**config.mk**
```make
export PLATFORM = sky130hd
export DESIGN_NAME = irm_match_filter
export DESIGN_NICKNAME = d
export VERILOG_FILES = /design/src/verilog/irm_pkg.sv /design/src/verilog/irm_filter.sv /design/src/verilog/irm_match_filter.sv
export SDC_FILE = /design/constraint.sdc
export NUM_CORES = 1
export LEC_CHECK = 0
export BUFFER_PORTS_ARGS = -buffer_cell sky130_fd_sc_hd__buf_2
export CAP_MARGIN = 20
export CORE_MARGIN = 2
export CORE_UTILIZATION = 54
export CTS_BUF_LIST = sky130_fd_sc_hd__clkbuf_2 sky130_fd_sc_hd__clkbuf_4 sky130_fd_sc_hd__clkbuf_8
export DETAILED_ROUTE_END_ITERATION = 16
export PLACE_DENSITY = 0.76
export SYNTH_ARGS = -nofsm -noshare
export SYNTH_HDL_FRONTEND = slang
export SYNTH_HIERARCHICAL = 1
export SYNTH_SLANG_ARGS = --single-unit
export TNS_END_PERCENT = 1
```
**constraint.sdc**
```tcl
create_clock -name clk_sys -period 9.3 [get_ports clk_sys]
set_input_delay 2.79 -clock clk_sys [delete_from_list [all_inputs] [get_ports clk_sys]]
set_output_delay 2.79 -clock clk_sys [all_outputs]
set_load 0.01 [all_outputs]
```
**src/verilog/irm_pkg.sv**
```systemverilog
package irm_pkg;

  // ---------------------------------------------------------------------------
  // Context count and bus widths.
  // ---------------------------------------------------------------------------
  localparam int CTX_COUNT = 4;  // Number of receive contexts.
  localparam int ADDR_W = 16;  // APB address width.
  localparam int DATA_W = 32;  // APB data width.

  // ---------------------------------------------------------------------------
  // Register map; each context owns one 32-byte slot.
  // ---------------------------------------------------------------------------
  localparam logic [15:0] MATCH_BASE = 16'h410c;  // Context match register, context 0.
  localparam logic [15:0] CTRL_BASE = 16'h4110;  // Context control register, context 0.
  localparam logic [15:0] CTX_STRIDE = 16'h0020;  // Byte distance between contexts.
  localparam int SLOT_LO = 5;  // Lowest address bit that selects the context.
  localparam int SLOT_HI = 6;  // Highest address bit that selects the context.
  localparam int REGION_LO = 7;  // Lowest address bit of the region tag.

  // ---------------------------------------------------------------------------
  // Match register fields.
  // ---------------------------------------------------------------------------
  localparam int TAG11_BIT = 31;  // Accept tag binary 11.
  localparam int TAG10_BIT = 30;  // Accept tag binary 10.
  localparam int TAG01_BIT = 29;  // Accept tag binary 01.
  localparam int TAG00_BIT = 28;  // Accept tag binary 00.
  localparam int CYC_HI = 26;  // Start-cycle compare, top bit.
  localparam int CYC_LO = 12;  // Start-cycle compare, bottom bit.
  localparam int SYNC_HI = 11;  // Sync compare, top bit.
  localparam int SYNC_LO = 8;  // Sync compare, bottom bit.
  localparam int SYNC_GATE_BIT = 6;  // Tag-one sync gate.
  localparam int CHAN_HI = 5;  // Channel select, top bit.
  localparam logic [31:0] MATCH_WMASK = 32'hf7ffff7f;  // Bits 27 and 7 stay zero.
  localparam logic [31:0] MATCH_RESET = 32'h00000000;  // Match register after reset.

  // ---------------------------------------------------------------------------
  // Control register fields.
  // ---------------------------------------------------------------------------
  localparam int SOCE_BIT = 29;  // Start-on-cycle enable.
  localparam int RUN_BIT = 15;  // Context run.
  localparam int STARTED_BIT = 10;  // Read-only: context open for receives.
  localparam logic [31:0] CTRL_WMASK = 32'h20008000;  // Writable control bits.
  localparam logic [31:0] CTRL_RESET = 32'h00000000;  // Control register after reset.

  // ---------------------------------------------------------------------------
  // Packet field values.
  // ---------------------------------------------------------------------------
  localparam logic [1:0] WAIT_ON_SYNC = 2'h3;  // Descriptor wait selector for sync wait.
  localparam logic [1:0] SYNC_TOP_OPEN = 2'h0;  // Sync top bits that pass the gate.

endpackage

```
**src/verilog/irm_filter.sv**
```systemverilog
// Decides, for one context, whether the offered packet is accepted and
// whether its sync value satisfies a descriptor sync wait.
module irm_filter
(
  input wire logic [31:0] matchWord,  // Context match register.
  input wire logic started,  // Context open for receives.
  input wire logic pktValid,  // Packet offered this cycle.
  input wire logic [5:0] pktChannel,  // Packet channel.
  input wire logic [1:0] pktTag,  // Packet tag.
  input wire logic [3:0] pktSync,  // Packet sync.
  input wire logic [1:0] waitSelect,  // Active descriptor wait selector.
  output logic accept,  // Packet goes into this context.
  output logic syncHit  // Sync wait satisfied.
);
  import irm_pkg::*;

  logic chanHit;  // Channel equals the selected one.
  logic tagPass;  // Tag passes the enabled tag and gate checks.

  // ---------------------------------------------------------------------------
  // Combinational filter.
  // ---------------------------------------------------------------------------
  always_comb
  begin
    chanHit = pktChannel == matchWord[CHAN_HI:0];
    case (pktTag)
      2'h3: tagPass = matchWord[TAG11_BIT];
      2'h2: tagPass = matchWord[TAG10_BIT];
      2'h1:
      begin
        // The gate only narrows tag 01 traffic; when clear, the bit alone decides.
        tagPass = matchWord[TAG01_BIT] &&
          (!matchWord[SYNC_GATE_BIT] || pktSync[3:2] == SYNC_TOP_OPEN);
      end
      default: tagPass = matchWord[TAG00_BIT];
    endcase
    accept = pktValid && chanHit && tagPass && started;
    syncHit = pktValid && chanHit && started && waitSelect == WAIT_ON_SYNC &&
      pktSync == matchWord[SYNC_HI:SYNC_LO];
  end

endmodule

```
**src/verilog/irm_match_filter.sv**
```systemverilog
// Our own choice: the APB register port.
module irm_match_filter
(
  input wire logic clk_sys,  // System clock, 10 MHz.
  input wire logic reset,  // Asynchronous reset, active high.
  input wire logic psel,  // APB select.
  input wire logic penable,  // APB enable.
  input wire logic pwrite,  // APB write.
  input wire logic [irm_pkg::ADDR_W-1:0] paddr,  // APB byte address.
  input wire logic [irm_pkg::DATA_W-1:0] pwdata,  // APB write data.
  output logic [irm_pkg::DATA_W-1:0] prdata,  // APB read data.
  output logic pready,  // APB ready.
  output logic pslverr,  // APB error for unmapped addresses.
  input wire logic pktValid,  // Packet header offered, one cycle.
  input wire logic [5:0] pktChannel,  // Packet channel number.
  input wire logic [1:0] pktTag,  // Packet tag field.
  input wire logic [3:0] pktSync,  // Packet sync field.
  input wire logic [6:0] timerSecondsCount,  // Cycle timer seconds.
  input wire logic [12:0] timerCycleIndex,  // Cycle timer cycle count.
  input wire logic [2*irm_pkg::CTX_COUNT-1:0] waitSelect,  // Wait selector, two bits a context.
  output logic [irm_pkg::CTX_COUNT-1:0] pktAccept,  // Packet accepted, per context.
  output logic [irm_pkg::CTX_COUNT-1:0] syncHit,  // Sync wait met, per context.
  output logic [irm_pkg::CTX_COUNT-1:0] ctxStarted  // Context open for receives.
);
  import irm_pkg::*;

  // ---------------------------------------------------------------------------
  // State.
  // ---------------------------------------------------------------------------
  typedef struct packed {
    logic [CTX_COUNT-1:0][31:0] matchReg;  // Match registers.
    logic [CTX_COUNT-1:0] runReg;  // Run bits.
    logic [CTX_COUNT-1:0] soceReg;  // Start-on-cycle enable bits.
    logic [CTX_COUNT-1:0] startedReg;  // Context open for receives.
    logic [CTX_COUNT-1:0] acceptReg;  // Registered accept pulses.
    logic [CTX_COUNT-1:0] syncHitReg;  // Registered sync hit pulses.
    logic [31:0] prdataReg;  // Read data.
    logic preadyReg;  // Ready.
    logic pslverrReg;  // Error.
  } irm_state_t;

  irm_state_t s_reg;  // Current state.
  irm_state_t s_next;  // Next state.
  logic [CTX_COUNT-1:0] acceptVec;  // Filter accept decisions.
  logic [CTX_COUNT-1:0] hitVec;  // Filter sync hits.
  logic [CTX_COUNT-1:0] cycleHit;  // Timer equals compare field.
  logic [14:0] timerNow;  // Low seconds bits and cycle count.

  // ---------------------------------------------------------------------------
  // Address decoding.
  // ---------------------------------------------------------------------------
  // True when the address selects a context's match register.
  function automatic logic isMatchAddr(input logic [ADDR_W-1:0] a);
    isMatchAddr = a[ADDR_W-1:REGION_LO] == MATCH_BASE[ADDR_W-1:REGION_LO] &&
      a[SLOT_LO-1:0] == MATCH_BASE[SLOT_LO-1:0];
  endfunction

  // True when the address selects a context's control register.
  function automatic logic isCtrlAddr(input logic [ADDR_W-1:0] a);
    isCtrlAddr = a[ADDR_W-1:REGION_LO] == CTRL_BASE[ADDR_W-1:REGION_LO] &&
      a[SLOT_LO-1:0] == CTRL_BASE[SLOT_LO-1:0];
  endfunction

  // ---------------------------------------------------------------------------
  // Per-context filters.
  // ---------------------------------------------------------------------------
  assign timerNow = {timerSecondsCount[1:0], timerCycleIndex};

  genvar g;
  generate
    for (g = 0; g < CTX_COUNT; g++)
    begin : gCtx
      // The compare field holds two seconds bits over the cycle count.
      assign cycleHit[g] = s_reg.matchReg[g][CYC_HI:CYC_LO] == timerNow;

      irm_filter uFilter
      (
        .matchWord(s_reg.matchReg[g]),
        .started(s_reg.startedReg[g]),
        .pktValid(pktValid),
        .pktChannel(pktChannel),
        .pktTag(pktTag),
        .pktSync(pktSync),
        .waitSelect(waitSelect[2*g+1:2*g]),
        .accept(acceptVec[g]),
        .syncHit(hitVec[g])
      );
    end
  endgenerate

  // ---------------------------------------------------------------------------
  // Next-state logic.
  // ---------------------------------------------------------------------------
  // The APB access phase lasts two cycles: the first loads read data and
  // raises pready, and writes land at the edge that samples pready.
  always_comb
  begin
    logic [1:0] slot;
    slot = paddr[SLOT_HI:SLOT_LO];
    s_next = s_reg;
    s_next.acceptReg = acceptVec;
    s_next.syncHitReg = hitVec;
    s_next.preadyReg = psel && penable && !s_reg.preadyReg;
    s_next.pslverrReg = 1'b0;
    if (psel && penable && !s_reg.preadyReg)
    begin
      // Load read data; reserved bits come back as zero.
      if (isMatchAddr(paddr))
      begin
        s_next.prdataReg = s_reg.matchReg[slot] & MATCH_WMASK;
      end
      else if (isCtrlAddr(paddr))
      begin
        s_next.prdataReg = 32'h00000000;
        s_next.prdataReg[SOCE_BIT] = s_reg.soceReg[slot];
        s_next.prdataReg[RUN_BIT] = s_reg.runReg[slot];
        s_next.prdataReg[STARTED_BIT] = s_reg.startedReg[slot];
      end
      else
      begin
        s_next.prdataReg = 32'h00000000;
        s_next.pslverrReg = 1'b1;
      end
    end
    if (psel && penable && s_reg.preadyReg && pwrite)
    begin
      // Commit the write; reserved positions are never stored.
      if (isMatchAddr(paddr))
      begin
        s_next.matchReg[slot] = pwdata & MATCH_WMASK;
      end
      else if (isCtrlAddr(paddr))
      begin
        s_next.runReg[slot] = pwdata[RUN_BIT];
        s_next.soceReg[slot] = pwdata[SOCE_BIT];
      end
    end
    // A running context opens at once, or waits for the timer when armed.
    for (int i = 0; i < CTX_COUNT; i++)
    begin
      s_next.startedReg[i] = s_reg.runReg[i] &&
        (s_reg.startedReg[i] || !s_reg.soceReg[i] || cycleHit[i]);
    end
  end

  // ---------------------------------------------------------------------------
  // State register.
  // ---------------------------------------------------------------------------
  always_ff @(posedge clk_sys or posedge reset)
  begin
    if (reset)
    begin
      s_reg <= '0;
      s_reg.matchReg <= {CTX_COUNT{MATCH_RESET}};
    end
    else
    begin
      s_reg <= s_next;
    end
  end

  // ---------------------------------------------------------------------------
  // Outputs.
  // ---------------------------------------------------------------------------
  assign prdata = s_reg.prdataReg;
  assign pready = s_reg.preadyReg;
  assign pslverr = s_reg.pslverrReg;
  assign pktAccept = s_reg.acceptReg;
  assign syncHit = s_reg.syncHitReg;
  assign ctxStarted = s_reg.startedReg;

  generate
    for (g = 0; g < CTX_COUNT; g++)
    begin : gChk

    end
  endgenerate
endmodule

```
==> results.yml <==
yosys:
  netlist.area_leader.share_pct: 47.42
  async_reset_ff_share_pct: 100.0
  synth_top_cell_by_area: "dfrtp_1"
  synth_top_cells_by_count: "dfrtp_1, mux2_2, xnor2_1"
  synth_ff_type: "dfrtp_1"
  avgSynthCellArea_um2: 12.73
  synth_most_common_cell: "dfrtp_1"
  postSynthCellCount: 713
  synthTopCellsByArea: "dfrtp_1, mux2_2, xnor2_1"
  ys_types: 34
  yosysWarnings: 6
  yosysSeqAreaShare_pct: 47.42
  syn_area_um2: 9076
  synth-seq-cells: 172
  synth_edf_count: 0
cells_and_area:
  fin_util_pct: 60.41
  final_layout_size_suffix_gt1_share_pct: 43.98
  instances_no_fill: 1021
  largest_reg_flops: 128
  num-nets-final: 879
  design_area_um2: 9983
  syn2layout_area_growth_pct: 9.994
placement:
  placed_cells: 985
  gp_congestion: 0.8689
  hpwl_um: 14790
  post-place-ws_ps: 3915
  port_buffers: 130
  dpl_cell_area_um2: 9567
die:
  die_w_um: 133.6
  fp.dieH_um: 133.6
  design.core.area_um2: 16520
  num_rows: 47
  boundaryPins: 140
  initial_core_util_pct: 54.93
  dieArea_um2: 17860
clock_network:
  numClockSinks: 172
  cts-buffers-inserted: 17
  cts_hold_buf: 0
  insertion_delay_ps: 460
  htree_levels: 4
  post_cts_buffers: 0
  clkTransAtPathRegs_ps: 80
  clockRootBuffer: "clkbuf_8"
  cts_tree: "done"
  cts_resized: 0
  clock_path_buffers: 2
timing:
  layout_min_cycle_time_ps: 4920
  finalSetupTns_ps: 0
  final_hold_viol_count: 0
  finalSetupViolations: 0
  whs_ps: 461.0
  skew_ps: 8.949
  worst_slack_ps: 4380
  period_share_pct: 52.91
  slew_violations: 0
  slew_headroom_pct: 29.35
  max_freq_mhz: 203.2
  rsz0062_at_grt: "no"
  worst_pin_slew_ps: 1060
worst_hold_path:
  min_path_type: "reg2reg"
worst_setup_path:
  crit_type: "in2reg"
  worst_ep_required_time_ps: 9650
  path_max_fanout: 30
  crit_path_top_delay_cell: "or4_4"
  crit_arrival_ps: 5270
  critPathMostFrequentCell: "or4_4"
  critPathTopFamily: "simple AND/OR/NAND/NOR gates"
  cp.buffers_inverters: 1
  crit_chain: "buf_2, or4b_1, or4_4, or4_4, mux2_4"
  end_kind: "flip-flop"
  max_stage_delay_ps: 780
  startpoint_type: "input port"
grt:
  use_met3_pct: 4.604
  busiest_layer: "met2"
  grt_util_met2_pct: 40.26
  grt_use_total_pct: 25.09
  grt_first_pass_wirelength_um: 33950
  met1_usage_pct: 34.84
  grt_max_degree: 118
  grt_pass1_vias: 6277
  overflow: 0
  grt_antenna_before_repair: 4
power_and_ir_drop:
  p_leak_nw: 4.827
  total_power_mw: 1.359
  power_density_nw_per_um2: 136.2
  ir_worst_vdd_mv: 0.09523
detailed_routing:
  drc: 0
  viasPerCell: 5.780
  wl_per_cell_um: 21.19
  ant_nets: 0
  routed_wl_um: 21630
  vias: 5901
  drtIter0Drc: 535
  first_pass_iters: 5
job:
  max_cap_viol_count: 0
outcome:
  outcome: "finished, final reports clean"
[path summary, 6_finish.rpt]
path                       startpoint         end  slack (ps)  cells after the start
max                          paddr[1]   s_reg[70]        4380                      5
min                        prdata[31]  prdata[31]         460                      2
max reg2reg                    pready   s_reg[70]        7200                      3
min reg2reg                prdata[31]  prdata[31]         460                      2
max in group asynchronous       reset   s_reg[99]        5520                      4
min in group asynchronous       reset   prdata[6]        2340                      2
[area by class of cell]
type / count / area, um2
multi-input combinational: 449 / 4249
sequential: 172 / 4304
tap: 220 / 275.3
clock inverter: 7 / 62.56
fill: 1281 / 6541
timing repair buffer: 139 / 738.2
antenna: 3 / 7.507
clock buffer: 25 / 319.1
inverter: 6 / 27.53
[worst register-to-register path, stage by stage (launching register included)]
cell and delay, ps:
dfrtp_1 360, nand4_1 280, or4_4 920, mux2_4 420
[cell families (layout without fill, tap and decap cells)]
group / Yosys count / in the layout / synth area share (%)
flops: 172 / 172 / 47.42
other cells: 1 / 5 / 0.04132
buf+inv: 93 / 177 / 6.038
mux: 161 / 161 / 25.31
compound gates: 26 / 26 / 2.343
xor+xnor: 100 / 100 / 9.650
simple gates: 160 / 160 / 9.195
[per-layer routing]
| metal | routed length (um) | vias to the layer above | share of wire (%) |
|---|---|---|---|
| met2 | 10450 | 200 | 48 |
| met4 | 417 | 2 | 1.9 |
| met3 | 1105 | 34 | 5.1 |
| met5 | 13 | - | 0.060 |
| met1 | 9648 | 3041 | 45 |
| li1 | - | 2624 | - |
[layout by cell type (no fill, tap or decap), types with 3 or more instances in the layout]
cell type	Yosys	routed
xnor2_1	88	88
nand3_1	43	43
nor3_2	0	3
mux4_2	33	33
inv_1	5	4
clkbuf_4	0	4
buf_2	9	130
a22oi_1	3	3
nand2_1	62	62
nand4_1	13	13
a21boi_0	4	4
clkinv_2	0	5
a211oi_1	4	4
xor2_1	12	12
mux2_2	98	98
nand3b_1	6	6
o21ai_0	7	7
o31a_1	4	4
a2111oi_2	4	4
nor3_1	7	4
or4_4	6	6
mux2_4	30	30
diode_2	0	3
buf_4	44	8
dfrtp_1	172	172
nor4_1	11	10
nor2b_1	4	4
clkbuf_8	0	21
[report_power, final]
| group | switching, mW | internal [mW] |
|---|---|---|
| sequential | 0.000196 | 0.748 |
| combinational | 0.0643 | 0.0382 |
| clock | 0.259 | 0.250 |
| total | 0.324 | 1.04 |
Note: power is estimated with default switching activity, not from simulation.
